File: src/design/led_seq_pkg.sv
// shared constants for the sequential led mode and enable arbiter
package led_seq_pkg;
    // ===========================================================
    // clock and timing
    localparam int CLOCK_MHZ = 100;
    localparam int TIMEOUT_US = 300;
    localparam int TIMEOUT_CYCLES = TIMEOUT_US * CLOCK_MHZ;
    localparam int NVM_LOAD_CYCLES = 16;
    localparam int STARTUP_CYCLES = 8;

    // ===========================================================
    // register map, word index on the plain port
    localparam logic [3:0] ADDR_CTRL = 4'h0;
    localparam logic [3:0] ADDR_SOFT_START = 4'h1;
    localparam logic [3:0] ADDR_TIMEOUT = 4'h2;
    localparam logic [3:0] ADDR_FADER = 4'h3;
    localparam logic [3:0] ADDR_STATUS = 4'h4;
    localparam logic [3:0] ADDR_NVM_CMD = 4'h5;
    localparam logic [3:0] ADDR_BRIGHT = 4'h6;

    // ===========================================================
    // control fields
    localparam int CTRL_PWM_BIT = 0;
    localparam int CTRL_FADER_BIT = 1;

    // ===========================================================
    // reset values, also the defaults held in the nonvolatile image
    localparam logic [7:0] CTRL_RESET = 8'h01;
    localparam logic [23:0] SOFT_START_RESET = 24'h0003E8;
    localparam logic [23:0] TIMEOUT_RESET = 24'h007530;
    localparam logic [7:0] FADER_RESET = 8'hFF;

    // ===========================================================
    // brightness source select
    localparam logic [1:0] BRIGHT_NONE = 2'h0;
    localparam logic [1:0] BRIGHT_PWM = 2'h1;
    localparam logic [1:0] BRIGHT_FADER = 2'h2;

    typedef enum logic [5:0] {
        MODE_SHUTDOWN = 6'h01,
        MODE_STARTUP = 6'h02,
        MODE_STANDBY = 6'h04,
        MODE_SOFT_START = 6'h08,
        MODE_NORMAL = 6'h10,
        MODE_THERMAL = 6'h20
    } mode_t;
endpackage
File: src/design/color_grant.sv
// one-hot grant of a single led driver with red-green-blue priority
module color_grant (
    input wire logic clock,
    input wire logic sys_rst,
    input wire logic allow,
    input wire logic [2:0] color_en,
    output logic [2:0] grant,
    output logic grant_rise
);
    logic [2:0] prio;
    logic held;
    logic [2:0] next_grant;

    // bit 0 red, 1 green, 2 blue; lowest index wins
    assign prio = color_en[0] ? 3'h1 : color_en[1] ? 3'h2 : color_en[2] ? 3'h4 : 3'h0;
    assign held = |(grant & color_en);
    assign next_grant = !allow ? 3'h0 : held ? grant : prio;

    always_ff @(posedge clock)
    begin
        if (sys_rst)
        begin
            grant <= 3'h0;
            grant_rise <= 1'b0;
        end
        else
        begin
            grant <= next_grant;
            grant_rise <= (next_grant != 3'h0) && (next_grant != grant);
        end
    end

    chk_grant_onehot: assert property (@(posedge clock) disable iff (sys_rst) $onehot0(grant))
        else $error("more than one driver granted");
    chk_grant_holds: assert property (@(posedge clock) disable iff (sys_rst)
        (allow && grant != 3'h0 && $past(allow) && |(grant & color_en)) |=> grant == $past(grant))
        else $error("active driver lost its grant while enable high");
endmodule

File: src/design/idle_timer.sv
// counter that runs while a condition holds and flags when a limit is reached
module idle_timer #(
    parameter int WIDTH = 24
) (
    input wire logic clock,
    input wire logic sys_rst,
    input wire logic restart,
    input wire logic [WIDTH-1:0] limit,
    output logic expired
);
    logic [WIDTH-1:0] count;

    assign expired = !restart && (count >= limit);

    always_ff @(posedge clock)
    begin
        if (sys_rst || restart)
            count <= '0;
        else if (count < limit)
            count <= count + WIDTH'(1);
    end
endmodule

File: src/design/led_seq_ctrl.sv
// operating mode sequencer and color enable arbiter of the sequential led driver
// Function
// - shutdown with all disabled whenever global enable low or power-on reset.
// - on enable high, start support blocks and load nonvolatile settings.
// - after startup go to standby, converter and drivers off.
// - control register writes in standby take effect at once.
// - nonvolatile programming only in standby; controller must not ask otherwise.
// - any color enable in standby starts soft-start for programmed duration.
// - normal mode: converter active, drivers follow color enables directly.
// - all enables low for timeout period returns normal to standby.
// - over-temperature forces standby until the condition clears.
// - one driver at a time; a new color waits for active one to fall.
// - pending colors are granted red first, then green, then blue.
// - driver timing follows only the enable inputs, nothing internal.
// - brightness change applies at next enable rise after timeout elapsed.
// - brightness source: none, fader if only fader bit, otherwise pwm.
//
// The implementer's own choices: the address-and-strobe port and the address map.
module led_seq_ctrl #(
    parameter int TIMER_WIDTH = 24,
    parameter logic [TIMER_WIDTH-1:0] PWM_SETTLE = TIMER_WIDTH'(led_seq_pkg::TIMEOUT_CYCLES)
) (
    input wire logic clock,
    input wire logic sys_rst,
    input wire logic global_en,
    input wire logic por,
    input wire logic thermal_shutdown,
    input wire logic [2:0] color_en,
    input wire logic pwm_in,
    input wire logic [3:0] reg_addr,
    input wire logic [31:0] reg_wdata,
    input wire logic reg_write,
    input wire logic reg_read,
    output logic [31:0] reg_rdata,
    output logic [2:0] driver_on,
    output logic converter_on,
    output logic converter_low_current,
    output logic support_on,
    output logic nvm_prog,
    output logic [5:0] mode_state,
    output logic [1:0] bright_src,
    output logic bright_pwm_level
);
    // ===========================================================
    // state
    led_seq_pkg::mode_t mode;
    led_seq_pkg::mode_t next_mode;
    logic [7:0] ctrl;
    logic [TIMER_WIDTH-1:0] soft_start_len;
    logic [TIMER_WIDTH-1:0] timeout_len;
    logic [7:0] fader;
    logic [7:0] startup_count;
    logic nvm_loaded;
    logic [TIMER_WIDTH-1:0] soft_count;
    logic pwm_prev;
    logic [TIMER_WIDTH-1:0] pwm_age;
    logic pwm_pending;
    logic [2:0] grant;
    logic grant_rise;
    logic idle_expired;

    // ===========================================================
    // decode
    wire any_en = |color_en;
    wire kill = !global_en || por;
    wire in_standby = (mode == led_seq_pkg::MODE_STANDBY);
    wire in_normal = (mode == led_seq_pkg::MODE_NORMAL);
    wire in_soft = (mode == led_seq_pkg::MODE_SOFT_START);
    wire in_startup = (mode == led_seq_pkg::MODE_STARTUP);
    wire wr_ctrl = reg_write && reg_addr == led_seq_pkg::ADDR_CTRL;
    wire wr_soft = reg_write && reg_addr == led_seq_pkg::ADDR_SOFT_START;
    wire wr_tout = reg_write && reg_addr == led_seq_pkg::ADDR_TIMEOUT;
    wire wr_fader = reg_write && reg_addr == led_seq_pkg::ADDR_FADER;
    wire wr_nvm = reg_write && reg_addr == led_seq_pkg::ADDR_NVM_CMD;
    wire startup_done = in_startup && nvm_loaded && (startup_count >= 8'(led_seq_pkg::STARTUP_CYCLES));
    wire soft_done = in_soft && (soft_count >= soft_start_len);
    wire pwm_sel = ctrl[led_seq_pkg::CTRL_PWM_BIT];
    wire fad_sel = ctrl[led_seq_pkg::CTRL_FADER_BIT];
    wire [1:0] next_src = pwm_sel ? led_seq_pkg::BRIGHT_PWM
        : fad_sel ? led_seq_pkg::BRIGHT_FADER : led_seq_pkg::BRIGHT_NONE;
    wire pwm_ready = pwm_pending && (pwm_age >= PWM_SETTLE);

    // ===========================================================
    // mode sequencer
    always_comb
    begin
        next_mode = mode;
        if (kill)
            next_mode = led_seq_pkg::MODE_SHUTDOWN;
        else
        begin
            unique case (mode)
                led_seq_pkg::MODE_SHUTDOWN:
                    next_mode = led_seq_pkg::MODE_STARTUP;
                led_seq_pkg::MODE_STARTUP:
                    if (startup_done)
                        next_mode = led_seq_pkg::MODE_STANDBY;
                led_seq_pkg::MODE_STANDBY:
                    if (thermal_shutdown)
                        next_mode = led_seq_pkg::MODE_THERMAL;
                    else if (any_en)
                        next_mode = led_seq_pkg::MODE_SOFT_START;
                led_seq_pkg::MODE_SOFT_START:
                    if (thermal_shutdown)
                        next_mode = led_seq_pkg::MODE_THERMAL;
                    else if (soft_done)
                        next_mode = led_seq_pkg::MODE_NORMAL;
                led_seq_pkg::MODE_NORMAL:
                    if (thermal_shutdown)
                        next_mode = led_seq_pkg::MODE_THERMAL;
                    else if (idle_expired)
                        next_mode = led_seq_pkg::MODE_STANDBY;
                led_seq_pkg::MODE_THERMAL:
                    if (!thermal_shutdown)
                        next_mode = led_seq_pkg::MODE_STANDBY;
                default:
                    next_mode = led_seq_pkg::MODE_SHUTDOWN;
            endcase
        end
    end

    always_ff @(posedge clock)
    begin
        if (sys_rst)
            mode <= led_seq_pkg::MODE_SHUTDOWN;
        else
            mode <= next_mode;
    end

    // ===========================================================
    // startup sequence: support warm-up and nonvolatile image load
    always_ff @(posedge clock)
    begin
        if (sys_rst || !in_startup)
        begin
            startup_count <= 8'h00;
            nvm_loaded <= 1'b0;
        end
        else
        begin
            if (startup_count < 8'(led_seq_pkg::NVM_LOAD_CYCLES))
                startup_count <= startup_count + 8'h01;
            nvm_loaded <= 1'b1;
        end
    end

    // ===========================================================
    // control registers, written any time outside startup, effective at once
    always_ff @(posedge clock)
    begin
        if (sys_rst || in_startup)
        begin
            ctrl <= led_seq_pkg::CTRL_RESET;
            soft_start_len <= TIMER_WIDTH'(led_seq_pkg::SOFT_START_RESET);
            timeout_len <= TIMER_WIDTH'(led_seq_pkg::TIMEOUT_RESET);
            fader <= led_seq_pkg::FADER_RESET;
        end
        else
        begin
            if (wr_ctrl)
                ctrl <= reg_wdata[7:0];
            if (wr_soft)
                soft_start_len <= reg_wdata[TIMER_WIDTH-1:0];
            if (wr_tout)
                timeout_len <= reg_wdata[TIMER_WIDTH-1:0];
            if (wr_fader)
                fader <= reg_wdata[7:0];
        end
    end

    // ===========================================================
    // nonvolatile programming request, honoured in standby only
    always_ff @(posedge clock)
    begin
        if (sys_rst || !in_standby)
            nvm_prog <= 1'b0;
        else if (wr_nvm)
            nvm_prog <= reg_wdata[0];
    end

    // ===========================================================
    // soft-start timer
    always_ff @(posedge clock)
    begin
        if (sys_rst || !in_soft)
            soft_count <= '0;
        else if (soft_count < soft_start_len)
            soft_count <= soft_count + TIMER_WIDTH'(1);
    end

    // ===========================================================
    // idle timer back to standby
    idle_timer #(
        .WIDTH(TIMER_WIDTH)
    ) u_idle (
        .clock(clock),
        .sys_rst(sys_rst),
        .restart(any_en || !in_normal),
        .limit(timeout_len),
        .expired(idle_expired)
    );

    // ===========================================================
    // driver arbitration
    color_grant u_grant (
        .clock(clock),
        .sys_rst(sys_rst),
        .allow(in_normal && next_mode == led_seq_pkg::MODE_NORMAL),
        .color_en(color_en),
        .grant(grant),
        .grant_rise(grant_rise)
    );

    // ===========================================================
    // brightness: pwm level latched at driver start once settled
    always_ff @(posedge clock)
    begin
        if (sys_rst)
        begin
            pwm_prev <= 1'b0;
            pwm_age <= '0;
            pwm_pending <= 1'b0;
            bright_pwm_level <= 1'b0;
        end
        else
        begin
            pwm_prev <= pwm_in;
            if (pwm_in != pwm_prev)
            begin
                pwm_age <= '0;
                pwm_pending <= 1'b1;
            end
            else
            begin
                if (pwm_age < PWM_SETTLE)
                    pwm_age <= pwm_age + TIMER_WIDTH'(1);
                if (grant_rise && pwm_ready)
                    pwm_pending <= 1'b0;
            end
            if (grant_rise && pwm_ready)
                bright_pwm_level <= pwm_prev;
        end
    end

    // ===========================================================
    // outputs and register read
    always_ff @(posedge clock)
    begin
        if (sys_rst)
        begin
            driver_on <= 3'h0;
            converter_on <= 1'b0;
            converter_low_current <= 1'b0;
            support_on <= 1'b0;
            mode_state <= 6'h01;
            bright_src <= led_seq_pkg::BRIGHT_NONE;
            reg_rdata <= 32'h00000000;
        end
        else
        begin
            driver_on <= grant;
            converter_on <= in_soft || in_normal;
            converter_low_current <= in_soft;
            support_on <= !kill && (mode != led_seq_pkg::MODE_SHUTDOWN);
            mode_state <= mode;
            bright_src <= next_src;
            reg_rdata <= 32'h00000000;
            if (reg_read)
            begin
                unique case (reg_addr)
                    led_seq_pkg::ADDR_CTRL: reg_rdata <= {24'h000000, ctrl};
                    led_seq_pkg::ADDR_SOFT_START: reg_rdata <= 32'(soft_start_len);
                    led_seq_pkg::ADDR_TIMEOUT: reg_rdata <= 32'(timeout_len);
                    led_seq_pkg::ADDR_FADER: reg_rdata <= {24'h000000, fader};
                    led_seq_pkg::ADDR_STATUS: reg_rdata <= {22'h000000, thermal_shutdown, grant, 6'(mode)};
                    led_seq_pkg::ADDR_NVM_CMD: reg_rdata <= {31'h00000000, nvm_prog};
                    led_seq_pkg::ADDR_BRIGHT: reg_rdata <= {29'h00000000, bright_pwm_level, next_src};
                    default: reg_rdata <= 32'h00000000;
                endcase
            end
        end
    end

    // ===========================================================
    // checks: mode sequencing
    chk_kill_shutdown: assert property (@(posedge clock) disable iff (sys_rst)
        kill |=> mode == led_seq_pkg::MODE_SHUTDOWN ##1 driver_on == 3'h0)
        else $error("enable low did not reach shutdown");
    chk_shutdown_exit: assert property (@(posedge clock) disable iff (sys_rst)
        (mode == led_seq_pkg::MODE_SHUTDOWN && !kill) |=> in_startup)
        else $error("enable high did not start the startup sequence");
    chk_startup_standby: assert property (@(posedge clock) disable iff (sys_rst)
        (startup_done && !kill) |=> in_standby)
        else $error("startup did not end in standby");
    chk_standby_drivers_off: assert property (@(posedge clock) disable iff (sys_rst)
        (in_standby && $past(in_standby)) |=> driver_on == 3'h0 && !converter_on)
        else $error("driver active in standby");
    chk_standby_to_soft: assert property (@(posedge clock) disable iff (sys_rst)
        (in_standby && any_en && !kill && !thermal_shutdown) |=> in_soft)
        else $error("enable in standby did not start soft-start");
    chk_soft_low_current: assert property (@(posedge clock) disable iff (sys_rst)
        in_soft |=> converter_low_current && converter_on)
        else $error("soft-start without low-current converter");
    chk_soft_exit: assert property (@(posedge clock) disable iff (sys_rst)
        (soft_done && !kill && !thermal_shutdown) |=> in_normal)
        else $error("soft-start expiry did not enter normal mode");
    chk_thermal_leaves: assert property (@(posedge clock) disable iff (sys_rst)
        (in_normal && thermal_shutdown && !kill) |=> mode == led_seq_pkg::MODE_THERMAL ##1 driver_on == 3'h0)
        else $error("thermal event did not stop operation");
    chk_thermal_holds: assert property (@(posedge clock) disable iff (sys_rst)
        (mode == led_seq_pkg::MODE_THERMAL && thermal_shutdown && !kill) |=> mode == led_seq_pkg::MODE_THERMAL)
        else $error("left thermal fallback while the condition stood");
    chk_idle_expiry: assert property (@(posedge clock) disable iff (sys_rst)
        (in_normal && idle_expired && !thermal_shutdown && !kill) |=> in_standby)
        else $error("idle timeout did not return to standby");
    chk_idle_return: assert property (@(posedge clock) disable iff (sys_rst)
        (in_normal && any_en && !kill && !thermal_shutdown) |=> in_normal)
        else $error("left normal mode while an enable was high");
    chk_nvm_standby: assert property (@(posedge clock) disable iff (sys_rst)
        nvm_prog |-> $past(in_standby))
        else $error("nonvolatile programming outside standby");
    chk_nvm_cleared: assert property (@(posedge clock) disable iff (sys_rst)
        !in_standby |=> !nvm_prog)
        else $error("nonvolatile programming kept after standby");
    chk_ctrl_write: assert property (@(posedge clock) disable iff (sys_rst)
        (wr_ctrl && !in_startup) |=> ##1 bright_src == ($past(reg_wdata[0], 2) ? led_seq_pkg::BRIGHT_PWM
            : $past(reg_wdata[1], 2) ? led_seq_pkg::BRIGHT_FADER : led_seq_pkg::BRIGHT_NONE))
        else $error("control write did not take effect");

    // ===========================================================
    // checks: drivers and brightness
    chk_drivers_need_normal: assert property (@(posedge clock) disable iff (sys_rst)
        !in_normal |-> ##2 driver_on == 3'h0)
        else $error("driver active outside normal mode");
    chk_driver_onehot: assert property (@(posedge clock) disable iff (sys_rst)
        $onehot0(driver_on))
        else $error("more than one driver output on");
    chk_driver_enable: assert property (@(posedge clock) disable iff (sys_rst)
        (driver_on != 3'h0) |-> (driver_on & $past(color_en, 2)) != 3'h0)
        else $error("driver on without its color enable");
    chk_bright_at_grant: assert property (@(posedge clock) disable iff (sys_rst)
        $changed(bright_pwm_level) |-> $past(grant_rise))
        else $error("brightness level changed away from a grant start");
endmodule

File: config.mk
export PLATFORM = sky130hd
export DESIGN_NAME = led_seq_ctrl
export DESIGN_NICKNAME = d
export VERILOG_FILES = /design/src/design/led_seq_pkg.sv /design/src/design/color_grant.sv /design/src/design/idle_timer.sv /design/src/design/led_seq_ctrl.sv
export SDC_FILE = /design/constraint.sdc
export NUM_CORES = 1
export LEC_CHECK = 0
export BUFFER_PORTS_ARGS = -buffer_cell sky130_fd_sc_hd__buf_2
export CAP_MARGIN = 20
export CORE_ASPECT_RATIO = 1.4
export CORE_UTILIZATION = 30
export CTS_BUF_LIST = sky130_fd_sc_hd__clkbuf_2 sky130_fd_sc_hd__clkbuf_4 sky130_fd_sc_hd__clkbuf_8
export DETAILED_ROUTE_END_ITERATION = 7
export GPL_TIMING_DRIVEN = 0
export PLACE_DENSITY_LB_ADDON = 0.2
export SLEW_MARGIN = 20
export SYNTH_ARGS = -nofsm -noshare
export SYNTH_HDL_FRONTEND = slang
export SYNTH_SLANG_ARGS = --single-unit
File: constraint.sdc
create_clock -name clock -period 4.6 [get_ports clock]
set_clock_uncertainty 0.1 [all_clocks]
set_input_delay 0.23 -clock clock [delete_from_list [all_inputs] [get_ports clock]]
set_output_delay 0.23 -clock clock [all_outputs]
set_load 0.03 [all_outputs]
# [Yosys cells after proc, flatten, opt, wreduce, memory -nomap -nowiden]
# Index checks and enable logic that the tools add are counted.
[totals] reg_bits=205 input_bits=47 word_cells=110
[classes] add_sub_neg=4 magnitude_cmp=8 eq_ne=16 mux=21 bitwise=2 reduce_logical=36
[ops] cell="$pmux W24 S7" count=1
[ops] cell="$add A24 B1 Y24 const B" count=3
[ops] cell="$mux W6" count=9
[ops] cell="$ge A24 B24 Y1" count=2
[ops] cell="$lt A24 B24 Y1" count=2
[ops] cell="$pmux W6 S6" count=1
[ops] cell="$ge A24 B15 Y1 const B" count=1
[ops] cell="$lt A24 B15 Y1 const B" count=1
[ops] cell="$mux W3" count=5
[ops] cell="$logic_and A1 B1 Y1" count=14
[ops] cell="$eq A4 B3 Y1 const B" count=3
[ops] cell="$eq A6 B5 Y1 const B" count=2
[ops] cell="$add A8 B1 Y8 const B" count=1
[ops] cell="$eq A4 B2 Y1 const B" count=2
[ops] cell="$ge A8 B4 Y1 const B" count=1
[ops] cell="$logic_or A1 B1 Y1" count=8
[ops] cell="$lt A8 B5 Y1 const B" count=1
[ops] cell="$logic_not A1 Y1" count=7
[ops] cell="$eq A6 B1 Y1 const B" count=1
[ops] cell="$eq A6 B2 Y1 const B" count=1
[ops] cell="$eq A6 B3 Y1 const B" count=1
[ops] cell="$eq A6 B4 Y1 const B" count=1
[ops] cell="$eq A6 B6 Y1 const B" count=1
[ops] cell="$ne A6 B1 Y1 const B" count=1
[ops] cell="other kinds (12)" count=17

# [Logic depth before layout (Yosys ltp)]
[depth] word_depth=14 depth_mapped=10

# [Hierarchy]
# From an unflattened synthesis, not the netlist that was laid out.
[hier_totals] cells_unflattened=1130 hier_area_um2=9339.0
[by_module_without_submodules] module="led_seq_ctrl" instances=1 cells_per_inst=884 area_per_inst_um2=7388.3 seq_area_each_um2=3383.2
[by_module_without_submodules] module="idle_timer" instances=1 cells_per_inst=227 area_per_inst_um2=1770.4 seq_area_each_um2=480.5
[by_module_without_submodules] module="color_grant" instances=1 cells_per_inst=19 area_per_inst_um2=180.2 seq_area_each_um2=80.1

# [Least setup slack after synthesis]
# No wires, ideal clock.
[synth_path] path_kind="flip-flop to flip-flop" startpoint="reg soft_start_len[21]" endpoint="reg soft_count[16]" setup_ns=0.070 arrival_ns=2.222 required_time_ns=4.430 path_slack_ns=2.208 path_stages_with_launch=10 n_path_buf=1 synth_period_minus_slack_ns=2.392 cell_sequence="dfxtp_1 > inv_1 > ha_1 > a21o_1 > a21o_1 > a221o_1 > buf_6 > or3_4 > or3_1 > a21oi_1"
[synth_between] elab_chain_cells=1
[synth_rtl] element="start, declared" line_no="led_seq_ctrl.sv:49" text="logic [TIMER_WIDTH-1:0] soft_start_len;"
[synth_rtl] element="start signal, assigned" line_no="led_seq_ctrl.sv:154" text="soft_start_len <= TIMER_WIDTH'(led_seq_pkg::SOFT_START_RESET);"
[synth_rtl] element="start signal, assigned" line_no="led_seq_ctrl.sv:163" text="soft_start_len <= reg_wdata[TIMER_WIDTH-1:0];"
[synth_rtl] element="$lt A24 B24 Y1" line_no="led_seq_ctrl.sv:187" text="else if (soft_count < soft_start_len)"
[synth_rtl] element="end signal, assigned" line_no="led_seq_ctrl.sv:188" text="soft_count <= soft_count + TIMER_WIDTH'(1);"
[synth_rtl] element="end, declared" line_no="led_seq_ctrl.sv:54" text="logic [TIMER_WIDTH-1:0] soft_count;"
# Every way passes these cells.
# A chain may end at the register's enable or synchronous reset.

# [Final worst setup path]
[layout_path] startpoint="reg timeout_len[22]" endpoint="reg u_grant.grant[1]"
[layout_between] elab_chain_cells=9
[layout_rtl] element="start, declared" line_no="led_seq_ctrl.sv:50" text="logic [TIMER_WIDTH-1:0] timeout_len;"
[layout_rtl] element="start signal, assigned" line_no="led_seq_ctrl.sv:155" text="timeout_len <= TIMER_WIDTH'(led_seq_pkg::TIMEOUT_RESET);"
[layout_rtl] element="start signal, assigned" line_no="led_seq_ctrl.sv:165" text="timeout_len <= reg_wdata[TIMER_WIDTH-1:0];"
[layout_rtl] element="$ge A24 B24 Y1" line_no="idle_timer.sv:13" text="assign expired = !restart && (count >= limit);"
[layout_rtl] element="$logic_and A1 B1 Y1" line_no="idle_timer.sv:13"
[layout_rtl] element="$mux W6" line_no="led_seq_ctrl.sv:111" text="else if (idle_expired)"
[layout_rtl] element="$mux W6" line_no="led_seq_ctrl.sv:109" text="if (thermal_shutdown)"
[layout_rtl] element="$pmux W6 S6" line_no="led_seq_ctrl.sv:92" text="unique case (mode)"
[layout_rtl] element="$mux W6" line_no="led_seq_ctrl.sv:88" text="if (kill)"
[layout_rtl] element="$eq A6 B5 Y1" line_no="led_seq_ctrl.sv:208" text=".allow(in_normal && next_mode == led_seq_pkg::MODE_NORMAL),"
[layout_rtl] element="$logic_and A1 B1 Y1" line_no="led_seq_ctrl.sv:208"
[layout_rtl] element="$mux W3" line_no="color_grant.sv:17" text="assign next_grant = !allow ? 3'h0 : held ? grant : prio;"
[layout_rtl] element="end signal, assigned" line_no="color_grant.sv:28" text="grant <= next_grant;"
[layout_rtl] element="end, declared" line_no="color_grant.sv:7" text="output logic [2:0] grant,"
# Every way passes these cells.

==> results.py <==
metrics = {
    "outcome": {
        "status": "finished clean",
    },
    "clock_network": {
        "path_clk_slew_ns": 0.09,
        "cts_tree": "done",
        "clk_latency_ns": 0.51,
        "cts_root_buffer": "clkbuf_8",
        "cts_buffer_depth": 2,
        "postCtsSetupBuffers": 0,
        "cts_max_level": 4,
        "cts_sinks": 197,
        "numCtsBuffers": 17,
    },
    "synthesis": {
        "async_flop_share": 0,
        "synthMuxAreaShare": 0.00433,
        "synth.avg_cell_area_sq_um": 8.33,
        "synth_cells": 1110,
        "synthXorXnorAreaFrac": 0.0587,
        "seq_area_frac_synth": 0.426,
        "yosys_register_bits": 197,
        "synth_top_family_by_area": "simple AND/OR/NAND/NOR gates",
        "yosysWarnings": 0,
        "netlist_area_sq_um": 9250,
        "ys_types": 58,
        "synth_compound_area_frac": 0.127,
        "yosys.area_share.adder": 0.0730,
        "yosys.area_share.simple": 0.254,
        "synth_ff_type": "dfxtp_1",
        "synth_edf_count": 0,
    },
    "global_routing": {
        "antenna_found_initial": 0,
        "grt_pass1_vias": 7699,
        "grt_usage": 0.173,
        "grt_max_degree": 17,
        "grt_first_pass_wirelength_mm": 41.4,
        "grt_overflow": 0,
    },
    "worst_setup_path": {
        "worstSetupEndpointType": "flop",
        "critPathMostFrequentCell": "and4_1",
        "crit_arrival_ns": 3.88,
        "critPathLaunchType": "flop",
        "crit_type": "flop to flop",
        "cp_slowest_stage_delay_ns": 0.69,
        "critPathSlowestCell": "o21ai_0",
        "crit_chain": "inv_1 > ha_1 > and4_1 > and4_1 > a32oi_1 > nand3_1 > o21ai_0 > o311ai_1 > nor3_1 > dlygate4sd3_1",
        "worstPathMaxFanout": 5,
        "cp.required_ns": 4.94,
    },
    "timing": {
        "slew_headroom": 0.279,
        "fin_crit_ns": 3.54,
        "tns_ns": 0,
        "setup_viol": 0,
        "grt_setup_unrepaired": "no",
        "worstMarginPinSlew_ns": 1.08,
        "clock.fmax_ghz": 0.283,
        "finalHoldViolations": 0,
        "finalMaxSlewViolations": 0,
        "fin_crit_sh": 0.769,
    },
    "power_and_ir_drop": {
        "power_w": 0.00315,
        "vdd_drop_max_mv": 0.128,
        "powerDensity_nw_per_um2": 290,
        "p_leak_nw": 4.06,
    },
    "die": {
        "die_w_um": 150,
        "core_area_sq_um": 30100,
        "fp.dieH_um": 210,
        "initial_utilization": 0.307,
        "rows": 75,
        "ioPinCount": 95,
        "dieArea_sq_um": 31500,
    },
    "placed_design": {
        "port_buffers": 75,
        "gp_congestion": 0.843,
        "place_hpwl_mm": 19.8,
    },
    "drt": {
        "wl_per_cell_um": 15.8,
        "dr.pass1.iters": 5,
        "first_iter_violations": 405,
        "avgViaCountPerCell": 4.84,
        "dr_total_vias": 7935,
        "antenna_left": 0,
        "drcViolationCount": 0,
        "routed_wl_mm": 25.9,
    },
    "flow_run": {
        "drv_cap": 0,
    },
    "min_path": {
        "hold_path_class": "input port to flop",
    },
    "final_layout": {
        "area_delta_synth_final_pct": 17.6,
        "layout-drive-gt1-share": 0.120,
        "nets": 1342,
        "diodes": 0,
    },
}
-- logic make-up after synthesis --
logic type,Yosys count
buffers and inverters,125
adders and majority gates,54
and+or+nand+nor,478
DFF,197
other,1
AOI/OAI and AO/OA,189
muxes,4
xor gates and xnor gates,62
-- timing repair --
action                     CTS  global route
hold buffers                30             0
hold endpoints to repair    70             0
gates resized for setup      0             0
setup endpoints to repair    0             0
-- placed cells by master, fill, tap and decap left out, types with 39 or more instances in the layout --
master / n
dfxtp_1: 197
xnor2_1: 53
inv_1: 64
ha_1: 54
clkbuf_1: 39
a21oi_1: 81
buf_2: 85
nand3_1: 43
nor2_1: 101
nand2_1: 178
-- metrics by stage --
step | hold WS (ns) | setup slack [ns] | utilization | area (sq um) | std cells
final | 0.0532 | 1.06 | 0.361 | 10900 | 1638
after CTS | 0.00751 | 1.00 | 0.361 | 10900 | 1638
after global routing | 0.0566 | 0.820 | 0.361 | 10900 | 1638
after floorplan | 0.254 | 2.21 | - | 9280 | 1117
after detailed placement | 0.346 | 1.36 | 0.336 | 10100 | 1577
after global placement | 0.343 | 1.37 | 0.336 | 10100 | 1577
-- synthesized netlist by cell type (8+ instances only) --
master | number | area (sq um)
nor3_1 | 33 | 165
buf_2 | 10 | 50.1
ha_1 | 54 | 676
a31oi_1 | 12 | 75.1
nand3_1 | 43 | 215
xor2_1 | 9 | 78.8
and2_1 | 15 | 93.8
xnor2_1 | 53 | 464
nand4_1 | 17 | 106
nor2_1 | 101 | 379
nor4_2 | 8 | 100
dfxtp_1 | 197 | 3940
clkbuf_1 | 39 | 146
a22oi_1 | 28 | 210
o211ai_1 | 14 | 105
nand2_1 | 178 | 668
buf_4 | 8 | 60.1
o21ai_0 | 22 | 110
nor4_1 | 11 | 68.8
inv_1 | 64 | 240
a21oi_1 | 81 | 405
nor2b_1 | 15 | 93.8
-- sequential cells by signal (all words and copies together), names as in the netlist, 8 cells and up --
| name | flops |
|---|---|
| pwm_age | 24 |
| reg_rdata | 24 |
| soft_count | 24 |
| soft_start_len | 24 |
| timeout_len | 24 |
| u_idle.count | 24 |
| ctrl | 8 |
| fader | 8 |
| startup_count | 8 |
-- worst max-delay path, delay by kind of cell (launching register included) --
kind | cells | cell delay, ns
AO/OA/AOI/OAI | 3 | 1.12
adder cells (fa/ha/maj) | 1 | 0.29
buffers and inverters | 2 | 0.62
flip-flops | 1 | 0.38
AND/OR/NAND/NOR | 4 | 0.98
-- routing by layer --
metal,track usage,share of wire
met5,0,0
met4,0.0853,0.033
met3,0.0254,0.026
met2,0.314,0.52
met1,0.194,0.42
-- report_power, final --
part	switching (W)	total (W)	internal (W)
sequential	0.0000110	0.00173	0.00172
combinational	0.000114	0.000178	0.0000645
clock	0.000622	0.00124	0.000620
total	0.000747	0.00315	0.00240
-- path summary, 6_finish.rpt --
path	endpoint	slack, ns	startpoint	depth (start not counted)
setup / recovery	u_grant.grant[1]$_SDFF_PP0_	1.06	timeout_len[22]$_SDFFE_PP0P_	10
hold / removal	u_grant.grant[2]$_SDFF_PP0_	0.05	color_en[2]	4
setup reg to reg	u_grant.grant[1]$_SDFF_PP0_	1.06	timeout_len[22]$_SDFFE_PP0P_	10
hold reg to reg	ctrl[2]$_SDFFE_PP0P_	0.36	ctrl[2]$_SDFFE_PP0P_	2
-- cell type report --
cell class | count | area (sq um)
Clock buffer | 24 | 318
Clock inverter | 7 | 119
Inverter | 64 | 240
Fill cell | 3143 | 19200
Sequential cell | 197 | 3940
Buffer | 61 | 279
Multi-Input combinational cell | 795 | 4820
Timing Repair Buffer | 105 | 676
Tap cell | 385 | 482
Note: power is estimated with default switching activity, not from simulation.
